--- src/rtl/prs_cfg.svh ---
// Offsets, reset values and timing counts of the power-up reset sequencer
`ifndef PRS_CFG_SVH
`define PRS_CFG_SVH

// ----------------------------------------
// Register word indices (byte address = index * 4)
// ----------------------------------------
`define PRS_IDX_PWR_CTL 8'h8e
`define PRS_IDX_CFG 8'h90
`define PRS_IDX_STS 8'h91
`define PRS_IDX_MASK 8'h92
`define PRS_IDX_STATE 8'h93

// ----------------------------------------
// Field positions and reset values
// ----------------------------------------
`define PRS_PWR_FLAG_BIT 1
`define PRS_CFG_DLY_BIT 3
`define PRS_CFG_MODE_RST 3'h1
`define PRS_CFG_DLY_N_RST 1'b0
`define PRS_EV_POR 0
`define PRS_EV_DELAY 1
`define PRS_EV_START 2
`define PRS_EV_WAKE 3

// ----------------------------------------
// Timing
// ----------------------------------------
`define PRS_CLK_PERIOD_NS 4
`define PRS_RC_PERIOD_NS 1000
`define PRS_POWER_UP_DELAY_TIMER_MS 72
`define PRS_OST_CYCLES 1024
`define PRS_RC_DIV (`PRS_RC_PERIOD_NS / `PRS_CLK_PERIOD_NS)
`define PRS_POWER_UP_DELAY_TIMER_TICKS (`PRS_POWER_UP_DELAY_TIMER_MS * 1000000 / `PRS_RC_PERIOD_NS)

`endif

--- src/rtl/prs_pkg.sv ---
// Types of the power-up reset sequencer
`default_nettype none

package prs_pkg;

	typedef enum logic [2:0] {
		low_power_crystal_mode,
		standard_crystal_mode,
		high_speed_crystal_mode,
		int_rc_mode,
		ext_rc_mode
	} prs_osc_mode_t;

	typedef enum logic [2:0] {
		st_por,
		st_delay,
		st_osc,
		st_run,
		st_wake
	} prs_seq_t;

	typedef struct packed {
		prs_seq_t st;
		logic [31:0] cnt;
		logic osc_prev;
		logic por_flag_n;
		logic [2:0] mode;
		logic dly_dis;
		logic [3:0] sts;
		logic [3:0] mask;
		logic rst_n;
		logic clk_ok;
		logic irq;
		logic aw_have;
		logic [7:0] aw_idx;
		logic aw_hi;
		logic w_have;
		logic [7:0] wdata;
		logic wstb;
		logic bvalid;
		logic [1:0] bresp;
		logic rvalid;
		logic [31:0] rdata;
		logic [1:0] rresp;
	} prs_regs_t;

endpackage : prs_pkg

`default_nettype wire

--- src/rtl/prs_rc_tick.sv ---
// Stand-in for the dedicated RC oscillator: one-cycle tick enable
`default_nettype none

module prs_rc_tick #(
	parameter int unsigned DIV = 250
) (
	input wire logic clk_sys,
	input wire logic nrst,
	output logic tick
);

	logic [31:0] cnt_q;
	logic [31:0] cnt_d;

	// Runs free from reset, whatever clock mode the chip uses
	always_comb
	begin
		if (cnt_q == 32'(DIV - 1))
			cnt_d = 32'h0;
		else
			cnt_d = cnt_q + 32'h1;
	end

	always_ff @(posedge clk_sys or negedge nrst)
	begin
		if (!nrst)
			cnt_q <= 32'h0;
		else
			cnt_q <= cnt_d;
	end

	assign tick = (cnt_q == 32'(DIV - 1));

endmodule : prs_rc_tick

`default_nettype wire

--- src/rtl/prs_sequencer.sv ---
// Power-up reset sequencer with AXI4-Lite register slave
`include "prs_cfg.svh"
`default_nettype none

module prs_sequencer
	import prs_pkg::*;
#(
	parameter int unsigned POWER_UP_DELAY_TIMER_TICKS = `PRS_POWER_UP_DELAY_TIMER_TICKS,
	parameter int unsigned RC_DIV = `PRS_RC_DIV,
	parameter int unsigned OST_CYCLES = `PRS_OST_CYCLES
) (
	input wire logic clk_sys,
	input wire logic nrst,
	input wire logic supply_ok,
	input wire logic external_reset_pin_n,
	input wire logic primary_osc_input,
	input wire logic wake_from_sleep,
	output logic chip_reset_n,
	output logic core_clock_ready,
	output logic irq,
	input wire logic [11:0] s_axi_awaddr,
	input wire logic s_axi_awvalid,
	output logic s_axi_awready,
	input wire logic [31:0] s_axi_wdata,
	input wire logic [3:0] s_axi_wstrb,
	input wire logic s_axi_wvalid,
	output logic s_axi_wready,
	output logic [1:0] s_axi_bresp,
	output logic s_axi_bvalid,
	input wire logic s_axi_bready,
	input wire logic [11:0] s_axi_araddr,
	input wire logic s_axi_arvalid,
	output logic s_axi_arready,
	output logic [31:0] s_axi_rdata,
	output logic [1:0] s_axi_rresp,
	output logic s_axi_rvalid,
	input wire logic s_axi_rready
);

	localparam logic [1:0] RESP_OKAY = 2'h0;
	localparam logic [1:0] RESP_SLVERR = 2'h2;

	prs_regs_t r_q;
	prs_regs_t r_d;
	logic rc_tick;

	// ----------------------------------------
	// RC time base
	// ----------------------------------------
	// Free-running: the first tick lands anywhere within one RC period
	prs_rc_tick #(
		.DIV(RC_DIV)
	) u_rc_tick (
		.clk_sys(clk_sys),
		.nrst(nrst),
		.tick(rc_tick)
	);

	// ----------------------------------------
	// Next-state logic
	// ----------------------------------------
	always_comb
	begin
		logic [3:0] ev;
		logic [3:0] sts_clr;
		logic xtal;
		logic osc_edge;
		logic aw_take;
		logic w_take;
		logic ar_take;
		logic [7:0] ar_idx;
		logic ar_hi;
		ev = 4'h0;
		sts_clr = 4'h0;
		xtal = 1'b0;
		osc_edge = 1'b0;
		aw_take = 1'b0;
		w_take = 1'b0;
		ar_take = 1'b0;
		ar_idx = 8'h0;
		ar_hi = 1'b0;
		r_d = r_q;

		// ----------------------------------------
		// Clock mode and oscillator edge
		// ----------------------------------------
		// Codes 5 to 7 are unused and behave as RC modes
		case (r_q.mode)
			3'(low_power_crystal_mode),
			3'(standard_crystal_mode),
			3'(high_speed_crystal_mode):
				xtal = 1'b1;
			default:
				xtal = 1'b0;
		endcase
		osc_edge = primary_osc_input && !r_q.osc_prev;
		r_d.osc_prev = primary_osc_input;

		// ----------------------------------------
		// Time-out sequence
		// ----------------------------------------
		case (r_q.st)
			st_por:
			begin
				r_d.cnt = 32'h0;
				if (supply_ok)
				begin
					ev[`PRS_EV_POR] = 1'b1;
					// Delay enable is active low
					if (!r_q.dly_dis)
						r_d.st = st_delay;
					else if (xtal)
						r_d.st = st_osc;
					else
					begin
						r_d.st = st_run;
						ev[`PRS_EV_START] = 1'b1;
					end
				end
			end
			// One counter serves the delay, oscillator and wake stages and is cleared on every exit
			st_delay:
			begin
				if (rc_tick)
				begin
					if (r_q.cnt == 32'(POWER_UP_DELAY_TIMER_TICKS - 1))
					begin
						r_d.cnt = 32'h0;
						ev[`PRS_EV_DELAY] = 1'b1;
						if (xtal)
							r_d.st = st_osc;
						else
						begin
							r_d.st = st_run;
							ev[`PRS_EV_START] = 1'b1;
						end
					end
					else
						r_d.cnt = r_q.cnt + 32'h1;
				end
			end
			// A dead crystal gives no edges: only supply loss or nrst leaves
			st_osc:
			begin
				if (osc_edge)
				begin
					if (r_q.cnt == 32'(OST_CYCLES - 1))
					begin
						r_d.cnt = 32'h0;
						r_d.st = st_run;
						ev[`PRS_EV_START] = 1'b1;
					end
					else
						r_d.cnt = r_q.cnt + 32'h1;
				end
			end
			st_run:
			begin
				r_d.cnt = 32'h0;
				// Wake-up reruns only the oscillator count, never the delay
				if (wake_from_sleep && xtal)
					r_d.st = st_wake;
			end
			st_wake:
			begin
				if (osc_edge)
				begin
					if (r_q.cnt == 32'(OST_CYCLES - 1))
					begin
						r_d.cnt = 32'h0;
						r_d.st = st_run;
						ev[`PRS_EV_WAKE] = 1'b1;
					end
					else
						r_d.cnt = r_q.cnt + 32'h1;
				end
			end
			default:
			begin
				r_d.st = st_por;
				r_d.cnt = 32'h0;
			end
		endcase

		// Supply loss restarts the time-out sequence, wherever it stood
		if (!supply_ok)
		begin
			r_d.st = st_por;
			r_d.cnt = 32'h0;
			ev = 4'h0;
		end

		// ----------------------------------------
		// Write channel
		// ----------------------------------------
		// Only byte lane 0 is kept; every register is one byte wide
		aw_take = s_axi_awvalid && !r_q.aw_have;
		w_take = s_axi_wvalid && !r_q.w_have;
		if (aw_take)
		begin
			r_d.aw_have = 1'b1;
			r_d.aw_idx = s_axi_awaddr[9:2];
			r_d.aw_hi = |s_axi_awaddr[11:10];
		end
		if (w_take)
		begin
			r_d.w_have = 1'b1;
			r_d.wdata = s_axi_wdata[7:0];
			r_d.wstb = s_axi_wstrb[0];
		end
		if (r_q.bvalid && s_axi_bready)
			r_d.bvalid = 1'b0;
		if (r_q.aw_have && r_q.w_have && !r_q.bvalid)
		begin
			r_d.aw_have = 1'b0;
			r_d.w_have = 1'b0;
			r_d.bvalid = 1'b1;
			r_d.bresp = RESP_OKAY;
			if (r_q.aw_hi)
				r_d.bresp = RESP_SLVERR;
			else if (r_q.aw_idx == `PRS_IDX_PWR_CTL)
			begin
				if (r_q.wstb)
					r_d.por_flag_n = r_q.wdata[`PRS_PWR_FLAG_BIT];
			end
			else if (r_q.aw_idx == `PRS_IDX_CFG)
			begin
				if (r_q.wstb)
				begin
					r_d.mode = r_q.wdata[2:0];
					r_d.dly_dis = r_q.wdata[`PRS_CFG_DLY_BIT];
				end
			end
			else if (r_q.aw_idx == `PRS_IDX_MASK)
			begin
				if (r_q.wstb)
					r_d.mask = r_q.wdata[3:0];
			end
			else if (r_q.aw_idx == `PRS_IDX_STS || r_q.aw_idx == `PRS_IDX_STATE)
				r_d.bresp = RESP_OKAY;
			else
				r_d.bresp = RESP_SLVERR;
		end

		// ----------------------------------------
		// Read channel
		// ----------------------------------------
		if (r_q.rvalid && s_axi_rready)
			r_d.rvalid = 1'b0;
		ar_take = s_axi_arvalid && !r_q.rvalid;
		ar_idx = s_axi_araddr[9:2];
		ar_hi = |s_axi_araddr[11:10];
		if (ar_take)
		begin
			r_d.rvalid = 1'b1;
			r_d.rresp = RESP_OKAY;
			r_d.rdata = 32'h0;
			if (ar_hi)
				r_d.rresp = RESP_SLVERR;
			else if (ar_idx == `PRS_IDX_PWR_CTL)
				r_d.rdata[`PRS_PWR_FLAG_BIT] = r_q.por_flag_n;
			else if (ar_idx == `PRS_IDX_CFG)
				r_d.rdata[3:0] = {r_q.dly_dis, r_q.mode};
			else if (ar_idx == `PRS_IDX_STS)
			begin
				r_d.rdata[3:0] = r_q.sts;
				sts_clr = r_q.sts;
			end
			else if (ar_idx == `PRS_IDX_MASK)
				r_d.rdata[3:0] = r_q.mask;
			else if (ar_idx == `PRS_IDX_STATE)
				r_d.rdata[5:0] = {supply_ok, r_q.clk_ok, r_q.rst_n, r_q.st};
			else
				r_d.rresp = RESP_SLVERR;
		end

		// ----------------------------------------
		// Power flag, status and outputs
		// ----------------------------------------
		// Power-on clear outranks a software write in the same cycle
		if (!supply_ok)
			r_d.por_flag_n = 1'b0;

		// A new event outranks the read-clear that meets it
		r_d.sts = (r_q.sts & ~sts_clr) | ev;
		r_d.irq = |(r_d.sts & r_d.mask);

		// Timers never look at the pin; the pin only gates the release
		r_d.rst_n = supply_ok && external_reset_pin_n
			&& (r_d.st == st_run || r_d.st == st_wake);
		r_d.clk_ok = (r_d.st == st_run);
	end

	// ----------------------------------------
	// State register
	// ----------------------------------------
	always_ff @(posedge clk_sys or negedge nrst)
	begin
		if (!nrst)
		begin
			r_q <= '0;
			r_q.st <= st_por;
			r_q.mode <= `PRS_CFG_MODE_RST;
			r_q.dly_dis <= `PRS_CFG_DLY_N_RST;
		end
		else
			r_q <= r_d;
	end

	// ----------------------------------------
	// Outputs
	// ----------------------------------------
	assign chip_reset_n = r_q.rst_n;
	assign core_clock_ready = r_q.clk_ok;
	assign irq = r_q.irq;
	// Ready comes from flops only, so valid never loops back to ready
	assign s_axi_awready = !r_q.aw_have;
	assign s_axi_wready = !r_q.w_have;
	assign s_axi_bvalid = r_q.bvalid;
	assign s_axi_bresp = r_q.bresp;
	assign s_axi_arready = !r_q.rvalid;
	assign s_axi_rvalid = r_q.rvalid;
	assign s_axi_rdata = r_q.rdata;
	assign s_axi_rresp = r_q.rresp;

endmodule : prs_sequencer

`default_nettype wire

--- config.mk ---
export PLATFORM = sky130hd
export DESIGN_NAME = prs_sequencer
export DESIGN_NICKNAME = d
export VERILOG_FILES = /design/src/rtl/prs_pkg.sv /design/src/rtl/prs_rc_tick.sv /design/src/rtl/prs_sequencer.sv
export VERILOG_INCLUDE_DIRS = /design/src /design/src/rtl
export SDC_FILE = /design/constraint.sdc
export NUM_CORES = 1
export LEC_CHECK = 0
export ABC_AREA = 1
export BUFFER_PORTS_ARGS = -buffer_cell sky130_fd_sc_hd__buf_2
export CORE_AREA = 2 2 112 114
export CTS_BUF_LIST = sky130_fd_sc_hd__clkbuf_8
export CTS_CLUSTER_DIAMETER = 50
export DETAILED_ROUTE_END_ITERATION = 7
export DIE_AREA = 0 0 114 116
export PLACE_DENSITY = 0.83
export SYNTH_ARGS = -nofsm -noshare
export SYNTH_HDL_FRONTEND = slang
export SYNTH_SLANG_ARGS = --single-unit
--- constraint.sdc ---
create_clock -name clk_sys -period 4 [get_ports clk_sys]
set_input_delay 0.4 -clock clk_sys [delete_from_list [all_inputs] [get_ports clk_sys]]
set_output_delay 0.4 -clock clk_sys [all_outputs]
set_load 0.01 [all_outputs]
---- After elaboration in Yosys (flattened, before gate mapping) ----
Index checks and enable logic that the tools add are counted.
storage, ports and cells
  register bits after elaboration ......... 116
  memories ................................ 0
  ROM bits ................................ 0
  bits in writable memories ............... 0
  word-level logic and storage cells ...... 162
  output and inout bits ................... 44
  bits in latches ......................... 0
operators by class
  reduce and logical (&&, ||, !) cells .... 32
  divide/modulo/power cells ............... 0
  magnitude comparators ................... 0
  equality and inequality tests ........... 27
  multipliers ............................. 0
  add/subtract/negate cells ............... 2
  bitwise logic cells ..................... 6
  shifts and indexed selects .............. 0
  multiplexer cells ....................... 72
operators with widths
  operator                                                number
  2-to-1 mux 35 bit                                       4
  case mux 35 bit (4 select lines)                        1
  2-to-1 mux 32 bit                                       3
  equality test 8 bit (second input constant)             10
  2-to-1 mux 4 bit                                        19
  adder 32 x 1 -> 32 bit (second input constant)          2
  equality test 32 x 10 -> 1 bit (second input constant)  1
  equality test 32 x 17 -> 1 bit (second input constant)  1
  equality test 32 x 8 -> 1 bit (second input constant)   1
  2-to-1 mux 2 bit                                        16
  2-to-1 mux 10 bit                                       2
  2-to-1 mux 1 bit                                        17
  2-to-1 mux 3 bit                                        5
  equality test 3 x 2 -> 1 bit (second input constant)    4
  2-to-1 mux 6 bit                                        2
  logical AND 1 bit                                       11
  2-to-1 mux 5 bit                                        2
  AND 4 bit                                               2
  nonzero test 2 bit                                      4
  equality test 3 x 1 -> 1 bit (second input constant)    2
  equality test 3 bit (second input constant)             2
  zero test 3 bit                                         2
  inequality test 2 x 1 -> 1 bit (second input constant)  3
  OR reduction 2 bit                                      3
  14 further kinds                                        20

---- Depth between registers and ports, before layout ----
Gate-level depths: netlist (run 1).
  depth after elaboration ................. 11
  gate-level depth with buffers ........... 15

---- Hierarchy ----
From an unflattened synthesis (run 1), not the netlist that was laid out.
unflattened totals
  cell total of the unflattened synthesis .. 934
  area total of the unflattened synthesis .. 6658.9 µm²
by module, submodules not included
  module         area an instance (µm²)  cells an instance  times used
  prs_sequencer  4754.6                  661                1
  prs_rc_tick    1904.3                  273                1

---- Worst setup path after synthesis (run 1) ----
OpenSTA, ideal clock, no wires.
  kind .................................... reg2reg
  from .................................... reg u_rc_tick.cnt_q[0]
  to ...................................... reg u_rc_tick.cnt_q[18]
  data required time ...................... 3.882 ns
  data arrival time ....................... 1.578 ns
  setup slack ............................. 2.304 ns
  stages on the path, launching flop included .. 13
  setup time .............................. 0.118 ns
  path buffers ............................ 0
  period minus slack after synthesis ...... 1.696 ns
  path through ............................ dfrtp_1 > ha_1 > nand2_1 > nor2_4 > inv_2 > nor2_2 > nand2_1 > nor2_1 > nand2_1 > nor3_2 > nand3_1 > xor2_1 > inv_1
on the way
  longest elaborated chain between the ends .. 2
  elaborated cells between the ends (all ways) .. 3
  those cells by class .................... 1 x add/sub; 1 x eq/ne; 1 x mux
ends and longest elaborated chain
  what                                                                            line                                  source
  from (decl)                                                                     prs_rc_tick.sv:12                     logic [31:0] cnt_q;
  from (signal assigned)                                                          prs_rc_tick.sv:29                     cnt_q <= cnt_d;
  adder 32 x 1 -> 32 bit / equality test 32 x 8 -> 1 bit (equally long branches)  prs_rc_tick.sv:21, prs_rc_tick.sv:18
  2-to-1 mux 32 bit *                                                             prs_rc_tick.sv:18                     if (cnt_q == 32'(DIV - 1))
  named net u_rc_tick.cnt_d[18]                                                   prs_rc_tick.sv:13                     logic [31:0] cnt_d;
Mark *: on every way through the listed nets, which the timed path passes. The rest lies on a longest branch.
A chain may end at the register's enable or synchronous reset.

---- Worst setup path in the final report (run 1) ----
  from .................................... reg u_rc_tick.cnt_q[1]
  to ...................................... reg r_q[93] (netlist bit)
on the way
  longest elaborated chain between the ends .. 3
ends and longest elaborated chain
  what                                    line                  source
  equality test 32 x 8 -> 1 bit           prs_rc_tick.sv:32     assign tick = (cnt_q == 32'(DIV - 1));
  inequality test 3 bit (no source line)  -
  AND reduction 2 bit (no source line)    -
  to (signal assigned)                    prs_sequencer.sv:307  r_q <= r_d;
  to (decl)                               prs_sequencer.sv:43   prs_regs_t r_q;
Every way passes these cells.

==> insert_results.sql, run 1 <==
INSERT INTO impl_metrics (metric_group, metric, value, unit) VALUES
('status', 'outcome', 'complete, no violations', ''),
('worst_hold_path', 'min_path_type', 'input pin to flip-flop', ''),
('detailed_routing', 'average_detailed_routed_wire_length_per_instance', '14.0', 'um'),
('power', 'power_density', '308', 'nW/um^2'),
('grt', 'grt_pass1_wl', '29000', 'um'),
('detailed_routing', 'drc', '0', ''),
('critical_path', 'worst_ep_required_time', '4330', 'ps'),
('placement', 'place.detailed.hpwl', '13100', 'um'),
('logic_synthesis', 'yosysWarnings', '0', ''),
('logic_synthesis', 'synth.cell_area', '7080', 'sq um'),
('timing', 'hold_viol_final', '0', ''),
('power', 'leakagePower', '3.87', 'nW'),
('power', 'ir_worst_vdd', '368', 'uV'),
('detailed_routing', 'routed_wirelength', '17200', 'um'),
('die', 'width_of_the_chip', '114', 'um'),
('detailed_routing', 'first_iter_violations', '522', ''),
('placement', 'place_inst', '1213', ''),
('power', 'total_power', '2.32', 'mW'),
('layout', 'mostFrequentLayoutCell', 'nand2_1', ''),
('die', 'die_h', '116', 'um'),
('timing', 'rsz0062_at_grt', 'false', ''),
('cts', 'cts.sink_count', '110', ''),
('critical_path', 'endpoint_kind', 'flip-flop', ''),
('grt', 'grt_start_max_net_pins', '77', ''),
('detailed_routing', 'final_antenna_net_count', '0', ''),
('timing', 'fin_crit', '2430', 'ps'),
('layout', 'diodes', '0', ''),
('detailed_routing', 'detailroute.wirelength.met3', '815', 'um'),
('layout', 'area_growth', '6.17', '%'),
('cts', 'clk_root_buffer_cell', 'clkbuf_8', ''),
('timing', 'final-max-slew-violation-count', '0', ''),
('cts', 'cts.clk_slew.worst_paths', '110', 'ps'),
('timing', 'fmax', '412', 'MHz'),
('timing', 'slew-limit-headroom', '0.367', ''),
('layout', 'layoutNonFillerInstCount', '1229', ''),
('die', 'num_rows', '40', ''),
('placement', 'port_buffers', '51', ''),
('logic_synthesis', 'synth_enable_flop_cells', '0', ''),
('placement', 'preCtsSetupSlack', '1620', 'ps'),
('die', 'io-pin-count', '115', ''),
('timing', 'post-route-period-util', '0.607', ''),
('critical_path', 'setup.worst_path.class', 'flip-flop to flip-flop', ''),
('cts', 'tritoncts', 'built', ''),
('logic_synthesis', 'ys_async_sr_fraction', '1.00', ''),
('critical_path', 'timing.critical_path.slowest_stage_cell', 'nand2_2', ''),
('die', 'start_util', '0.595', ''),
('detailed_routing', 'dr_pass1_iterations', '5', ''),
('logic_synthesis', 'synth-main-ff-cell', 'dfrtp_1', ''),
('cts', 'numCtsBuffers', '9', ''),
('cts', 'post_cts.repair.setup_buffers', '0', ''),
('layout', 'finalNetCount', '1151', ''),
('timing', 'layout_setup_ws', '1570', 'ps'),
('detailed_routing', 'vias_per_cell', '5.35', ''),
('cts', 'number_of_buffers_added_to_fix_hold_violations_after_cts', '0', ''),
('logic_synthesis', 'gate_count_post_synth', '1033', ''),
('timing', 'tns', '0', 'ps'),
('detailed_routing', 'length_of_routed_met2_wiring', '8240', 'um'),
('grt', 'grt_antenna_before_repair', '0', ''),
('timing', 'tightest_slew', '946', 'ps'),
('logic_synthesis', 'synth_sequential_area_ratio', '0.389', ''),
('critical_path', 'cp_max_fo', '30', ''),
('layout', 'drive_gt1_frac', '0.110', ''),
('grt', 'grt_pass1_vias', '6283', ''),
('cts', 'cts_repair_resized_insts', '0', ''),
('timing', 'finClkSkew', '15.7', 'ps'),
('layout', 'finish.instance_area', '7520', 'sq um'),
('detailed_routing', 'vias_after_detailed_routing', '6571', ''),
('placement', 'place_congestion', '0.977', ''),
('timing', 'setup_viol', '0', ''),
('critical_path', 'setup.reg_to_reg.worst_slack', '1570', 'ps'),
('logic_synthesis', 'syn_area_per_cell', '6.86', 'sq um');
[worst max-delay path, delay by kind of cell (launching register included)]
| kind | cells | cell delay, ps |
|---|---|---|
| compound gates | 2 | 270 |
| fa+ha+maj | 1 | 160 |
| buf+inv | 3 | 430 |
| flops | 1 | 400 |
| simple gates | 8 | 1100 |
[final cells by class]
class                           count  area (sq um)
Clock inverter                      6          61.3
Clock buffer                       10           138
Multi-Input combinational cell    747          3510
Inverter                          152           571
Fill cell                        1131          4390
Timing Repair Buffer               57           303
Tap cell                          147           184
Sequential cell                   110          2750
[flip-flops by register name, indices dropped and copies added (netlist names)]
signal            cells
chip_reset_n          1
core_clock_ready      1
irq                   1
r_q                  65
s_axi_bresp           1
s_axi_bvalid          1
s_axi_rdata           6
s_axi_rresp           1
s_axi_rvalid          1
u_rc_tick.cnt_q      32
[Yosys cell counts, types with 3 or more instances]
library cell  instances  share of area
a21oi_1              19          0.013
nand2_2               5         0.0044
o21ai_1               9         0.0064
buf_4                37          0.039
inv_2                23          0.012
nand4_1              28          0.025
nand2_1             295           0.16
dfrtp_1             109           0.39
xor2_1               34          0.042
nor2_1              121          0.064
nor3_2                4         0.0057
ha_1                  3         0.0053
nand3_1              65          0.046
clkbuf_1              6         0.0032
buf_2                 4         0.0028
o21ai_0              52          0.037
nor3_1               43          0.030
nor2_2                5         0.0044
inv_1               127          0.067
nor4_1               14          0.012
[final timing paths]
kind	startpoint	endpoint	depth (start not counted)
setup / recovery	u_rc_tick.cnt_q[1]$_DFF_PN0_	r_q[93]$_DFFE_PN0P_	14
hold / removal	primary_osc_input	r_q[74]$_DFF_PN0_	1
setup reg to reg	u_rc_tick.cnt_q[1]$_DFF_PN0_	r_q[93]$_DFFE_PN0P_	14
hold reg to reg	s_axi_rdata[0]$_DFFE_PN0P_	s_axi_rdata[0]$_DFFE_PN0P_	2
max in group asynchronous	nrst	u_rc_tick.cnt_q[8]$_DFF_PN0_	2
min in group asynchronous	nrst	r_q[79]$_DFFE_PN0P_	1
[per-layer routing]
layer | track usage | vias up
met2 | 0.457 | 195
met4 | 0.100 | 0
li1 | - | 3298
met1 | 0.357 | 3038
met5 | 0 | -
met3 | 0.0575 | 40
[where the power goes]
part           internal (mW)  switching (mW)
combinational          0.111           0.248
clock                  0.261           0.421
sequential              1.21          0.0639
total                   1.59           0.733
[kinds of logic after synthesis]
group                    count (synthesis)  synth area share
other                                    1          0.000530
flip-flops                             110             0.389
buffers and inverters                  203             0.130
adder cells (fa/ha/maj)                  3           0.00530
multiplexers                             1           0.00159
XOR/XNOR                                36            0.0445
AND/OR/NAND/NOR                        591             0.364
AO/OA/AOI/OAI                           88            0.0654
Note: power is estimated with default switching activity, not from simulation.
==> run 2: changes to the inputs <==
- CORE_AREA: 2 2 112 114 -> 2 2 119 121
- DIE_AREA: 0 0 114 116 -> 0 0 121 123
- PLACE_DENSITY: 0.83 -> 0.78
- clock period: 4 -> 2.1 ns (I/O delays scaled with it)
==> insert_results.sql, run 2 (synthesis results as in run 1) <==
INSERT INTO impl_metrics (metric_group, metric, value, unit) VALUES
('timing', 'tightest_slew', '612', 'ps'),
('detailed_routing', 'routed_wirelength', '18100', 'um'),
('placement', 'place.detailed.hpwl', '13600', 'um'),
('cts', 'cts.sink_count', '110', ''),
('timing', 'final-max-slew-violation-count', '0', ''),
('critical_path', 'critical_path.startpoint', 'u_rc_tick.cnt_q[1]$_DFF_PN0_', ''),
('worst_hold_path', 'min_path_type', 'input pin to flip-flop', ''),
('job', 'max_cap_violations', '0', ''),
('timing', 'slew-limit-headroom', '0.588', ''),
('cts', 'clk-insertion-delay-late', '410', 'ps'),
('critical_path', 'crit-reg2reg-launch', 'u_rc_tick.cnt_q[1]$_DFF_PN0_', ''),
('layout', 'drive_gt1_frac', '0.164', ''),
('power', 'ir_worst_vdd', '626', 'uV'),
('layout', 'multi_input_area', '3600', 'sq um'),
('layout', 'ff_latch_area', '2760', 'sq um'),
('timing', 'fin_crit', '1990', 'ps'),
('detailed_routing', 'average_detailed_routed_wire_length_per_instance', '13.8', 'um'),
('cts', 'numCtsBuffers', '9', ''),
('timing', 'hold_viol_final', '0', ''),
('critical_path', 'cp_data_arrival_time', '2300', 'ps'),
('status', 'outcome', 'complete, no violations', ''),
('critical_path', 'critPathLaunchType', 'flip-flop', ''),
('cts', 'tritoncts', 'built', ''),
('cts', 'clk_root_buffer_cell', 'clkbuf_8', ''),
('layout', 'largest_register', 'r_q', ''),
('grt', 'grt_pass1_vias', '6557', ''),
('die', 'floorplan.core_area', '13600', 'sq um'),
('critical_path', 'worst_ep_required_time', '2410', 'ps'),
('grt', 'groute.usage.overall', '0.259', ''),
('cts', 'clock_tree.htree_level_count', '3', ''),
('die', 'die_h', '123', 'um'),
('layout', 'flip_flop_count_of_the_largest_register_all_copies_and_words_added', '65', ''),
('critical_path', 'endpoint_kind', 'flip-flop', ''),
('timing', 'finClkSkew', '15.7', 'ps'),
('placement', 'place_congestion', '0.961', ''),
('critical_path', 'setup.worst_path.class', 'flip-flop to flip-flop', ''),
('detailed_routing', 'dr_pass1_iterations', '5', ''),
('grt', 'grt_antenna_before_repair', '0', ''),
('power', 'power_density', '551', 'nW/um^2'),
('timing', 'fmax', '503', 'MHz'),
('layout', 'most-common-layout-cells', '292 x nand2_1, 125 x inv_1, 109 x nor2_1', ''),
('detailed_routing', 'vias_after_detailed_routing', '6801', ''),
('critical_path', 'cp_max_fo', '7', ''),
('die', 'num_rows', '43', ''),
('grt', 'grt_start_max_net_pins', '59', ''),
('grt', 'global_route.overflow_total', '0', ''),
('die', 'design.die.area', '14900', 'sq um'),
('layout', 'mostFrequentLayoutCell', 'nand2_1', ''),
('detailed_routing', 'drc', '0', ''),
('worst_hold_path', 'min_from', 'external_reset_pin_n', ''),
('timing', 'post-route-period-util', '0.947', ''),
('die', 'start_util', '0.520', ''),
('timing', 'tns', '0', 'ps'),
('grt', 'grt_pass1_wl', '30300', 'um'),
('layout', 'area_growth', '14.9', '%'),
('layout', 'layoutNonFillerInstCount', '1312', ''),
('cts', 'cts.path.max_buffers', '2', ''),
('detailed_routing', 'vias_per_cell', '5.18', ''),
('timing', 'setup_viol', '0', ''),
('detailed_routing', 'final_antenna_net_count', '0', ''),
('cts', 'cts.clk_slew.worst_paths', '110', 'ps'),
('layout', 'num-fill-cells', '1299', ''),
('power', 'leakagePower', '4.15', 'nW'),
('die', 'width_of_the_chip', '121', 'um'),
('layout', 'finish.instance_area', '8140', 'sq um'),
('timing', 'rsz0062_at_grt', 'true', ''),
('placement', 'port_buffers', '51', ''),
('placement', 'place_area', '7620', 'sq um'),
('layout', 'diodes', '0', ''),
('placement', 'place_inst', '1276', ''),
('layout', 'finalNetCount', '1201', ''),
('detailed_routing', 'first_iter_violations', '597', ''),
('die', 'io-pin-count', '115', '');
## run 2: worst paths after layout
| check | to | slack [ps] | cells after the start |
|---|---|---|---|
| worst max-delay path | r_q[79]$_DFFE_PN0P_ | 110 | 14 |
| worst min-delay path | chip_reset_n$_DFF_PN0_ | 20 | 3 |
| worst max register to register | r_q[79]$_DFFE_PN0P_ | 110 | 14 |
| worst min register to register | s_axi_rdata[0]$_DFFE_PN0P_ | 490 | 2 |
| max in group asynchronous | r_q[92]$_DFFE_PN0P_ | 1160 | 3 |
| min in group asynchronous | r_q[86]$_DFFE_PN0P_ | 250 | 2 |
## run 2: where the power goes
part	internal, mW	switching (mW)
logic	0.263	0.488
clock network	0.466	0.831
registers	2.31	0.122
total	3.04	1.44
## run 2: per-stage QoR
stage,power [mW],utilization,hold WS [ps],setup WS (ps)
floorplan,2.94,-,-85.6,404
global placement,3.15,0.560,155,167
detailed placement,3.18,0.560,155,86.4
CTS,4.51,0.584,4.47,57.7
global route,4.74,0.598,4.70,-29.1
finish,4.48,0.598,17.3,111
## run 2: layout make-up
cell class                 count  area share
clock buffer                   9      0.0152
tap                          180      0.0277
timing repair buffer         107      0.0959
multi-input combinational    747       0.443
clock inverter                 7     0.00907
sequential                   110       0.339
inverter                     152      0.0707
## run 2: metal layers
layer | part of all wire | up-vias | track usage
li1 | - | 3400 | -
met1 | 0.44 | 3158 | 0.326
met2 | 0.48 | 203 | 0.438
met3 | 0.052 | 40 | 0.0503
met4 | 0.028 | 0 | 0.108
met5 | 0 | - | 0
## run 2: timing repair
| action | 4_1_cts | 5_1_grt |
|---|---|---|
| endpoints found under the setup margin | 0 | 26 |
| endpoints found under the hold margin | 37 | 0 |
| gates resized for setup | 0 | 39 |
| hold buffers | 13 | 0 |
| buffers inserted | 0 | 6 |
## run 2: worst max-delay path: stages (launching register included)
cell and delay [ps]:
dfrtp_1 410, inv_2 60, ha_2 160, inv_2 50, nor2_2 100, nand4_1 120
nor2_2 160, nand2_2 70, nand2_1 70, o21ai_2 70, nand2_4 180, buf_12 140
nand2_1 60, xor2_1 180, nor2_2 40
==> run 3: changes to the inputs <==
- REMOVE_ABC_BUFFERS: unset -> 1
==> insert_results.sql, run 3 (synthesis results as in run 1) <==
INSERT INTO impl_metrics (metric_group, metric, value, unit) VALUES
('layout', 'flip_flop_count_of_the_largest_register_all_copies_and_words_added', '65', ''),
('die', 'num_rows', '43', ''),
('detailed_routing', 'routed_wirelength', '17900', 'um'),
('cts', 'tritoncts', 'built', ''),
('timing', 'final-max-slew-violation-count', '0', ''),
('critical_path', 'endpoint_kind', 'flip-flop', ''),
('critical_path', 'timing.critical_path.slowest_stage_cell', 'dfrtp_1', ''),
('cts', 'cts.path.max_buffers', '2', ''),
('cts', 'clk_root_buffer_cell', 'clkbuf_8', ''),
('timing', 'finClkSkew', '15.7', 'ps'),
('timing', 'layout_setup_ws', '83.0', 'ps'),
('cts', 'clock_tree.htree_level_count', '3', ''),
('placement', 'place.detailed.hpwl', '13700', 'um'),
('cts', 'numCtsBuffers', '9', ''),
('layout', 'mostFrequentLayoutCell', 'nand2_1', ''),
('power', 'leakagePower', '4.08', 'nW'),
('cts', 'cts.sink_count', '110', ''),
('layout', 'finalNetCount', '1191', ''),
('layout', 'diodes', '0', ''),
('grt', 'grt_start_max_net_pins', '50', ''),
('placement', 'preCtsSetupSlack', '90.3', 'ps'),
('die', 'io-pin-count', '115', ''),
('die', 'floorplan.core_area', '13600', 'sq um'),
('layout', 'largest_register', 'r_q', ''),
('detailed_routing', 'vias_per_cell', '5.21', ''),
('grt', 'grt_pass1_wl', '29800', 'um'),
('layout', 'most-common-layout-cells', '294 x nand2_1, 126 x inv_1, 114 x nor2_1', ''),
('detailed_routing', 'first_iter_violations', '574', ''),
('detailed_routing', 'average_detailed_routed_wire_length_per_instance', '13.8', 'um'),
('worst_hold_path', 'min_path_type', 'input pin to flip-flop', ''),
('timing', 'post-route-period-util', '0.960', ''),
('die', 'width_of_the_chip', '121', 'um'),
('critical_path', 'chain_of_cells_forming_the_critical_path', 'inv_2, ha_1, inv_2, nor2_1, nand4_1, nor2_2, nand2_2, nand2_1, o21ai_1, nand2_2, buf_8, buf_12, nand3b_1, a22oi_2', ''),
('critical_path', 'cp_max_fo', '7', ''),
('die', 'die_h', '123', 'um'),
('grt', 'global_route.overflow_total', '0', ''),
('power', 'power_density', '554', 'nW/um^2'),
('job', 'max_cap_violations', '0', ''),
('layout', 'multi_input_area', '3540', 'sq um'),
('timing', 'hold_viol_final', '0', ''),
('detailed_routing', 'dr_pass1_iterations', '5', ''),
('timing', 'setup_viol', '0', ''),
('placement', 'port_buffers', '51', ''),
('cts', 'cts.clk_slew.worst_paths', '110', 'ps'),
('grt', 'grt_antenna_before_repair', '0', ''),
('timing', 'fmax', '496', 'MHz'),
('timing', 'rsz0062_at_grt', 'true', ''),
('detailed_routing', 'final_antenna_net_count', '0', ''),
('grt', 'groute.usage.overall', '0.253', ''),
('detailed_routing', 'drc', '0', ''),
('critical_path', 'critPathLaunchType', 'flip-flop', ''),
('die', 'design.die.area', '14900', 'sq um'),
('cts', 'clk-insertion-delay-late', '390', 'ps'),
('placement', 'place_congestion', '0.981', ''),
('critical_path', 'setup.worst_path.class', 'flip-flop to flip-flop', ''),
('placement', 'place_area', '7580', 'sq um'),
('timing', 'fin_crit', '2020', 'ps'),
('layout', 'finish.instance_area', '7950', 'sq um'),
('power', 'ir_worst_vdd', '780', 'uV'),
('critical_path', 'worst_ep_required_time', '2430', 'ps'),
('layout', 'ff_latch_area', '2750', 'sq um'),
('status', 'outcome', 'complete, no violations', ''),
('layout', 'num-fill-cells', '1310', ''),
('die', 'start_util', '0.520', ''),
('detailed_routing', 'vias_after_detailed_routing', '6789', ''),
('layout', 'drive_gt1_frac', '0.145', ''),
('timing', 'tightest_slew', '662', 'ps'),
('timing', 'slew-limit-headroom', '0.557', ''),
('critical_path', 'highest_cell_delay_on_the_worst_timing_path', '410', 'ps'),
('timing', 'hold_ws', '13.2', 'ps'),
('critical_path', 'cp_data_arrival_time', '2340', 'ps'),
('critical_path', 'timing.critical_path.buf_inv', '4', ''),
('grt', 'grt_pass1_vias', '6154', ''),
('critical_path', 'timing.critical_path.max_delay_family', 'simple AND/OR/NAND/NOR gates', ''),
('layout', 'area_growth', '12.2', '%');
-- run 3: cell type report --
class,count,share of cell area
tap,180,0.0283
clock buffer,9,0.0156
timing repair buffer,97,0.0847
sequential,110,0.347
inverter,152,0.0721
multi-input combinational,747,0.446
clock inverter,7,0.00708
-- run 3: tightest hold or removal path: stages --
cell and delay (ps):
buf_2 70, nand2_1 40, o21ai_0 60
-- run 3: worst paths after layout --
| path | depth (start not counted) | startpoint | slack (ps) | end |
|---|---|---|---|---|
| max | 14 | u_rc_tick.cnt_q[1]$_DFF_PN0_ | 80 | r_q[97]$_DFFE_PN0P_ |
| min | 3 | s_axi_awaddr[8] | 10 | r_q[55]$_DFFE_PN0P_ |
| max reg2reg | 14 | u_rc_tick.cnt_q[1]$_DFF_PN0_ | 80 | r_q[97]$_DFFE_PN0P_ |
| min reg2reg | 2 | r_q[56]$_DFFE_PN0P_ | 510 | r_q[56]$_DFFE_PN0P_ |
| max in group asynchronous | 3 | nrst | 1020 | r_q[70]$_DFFE_PN1P_ |
| min in group asynchronous | 2 | nrst | 390 | s_axi_bvalid$_DFFE_PN0P_ |
-- run 3: layer usage --
layer	GRT usage	share of wire	routed length, um
met5	0	0	0
met4	0.0647	0.017	310
met3	0.0558	0.069	1230
met2	0.405	0.47	8410
met1	0.348	0.45	7990
-- run 3: report_power, final --
part	switching [mW]	leakage, nW	total [mW]	internal (mW)
Combinational	0.465	2.52	0.725	0.259
Sequential	0.120	1.46	2.43	2.31
Clock	0.792	0.101	1.24	0.452
Total	1.38	4.08	4.40	3.02
-- run 3: what timing repair did --
action                                  in CTS  in global routing
endpoints found under the setup margin       0                 24
setup buffers                                0                  5
hold buffers                                 7                  1
endpoints found under the hold margin       51                  1
gates resized for setup                      0                 19
-- run 3: through the flow --
stage                     cells  power [mW]  setup TNS (ps)  utilization
final                      1302        4.40               0        0.584
after global routing       1302        4.64            -148        0.584
after floorplan            1009        2.88            -172            -
after global placement     1272        3.15               0        0.557
after CTS                  1295        4.42               0        0.575
after detailed placement   1272        3.17               0        0.557
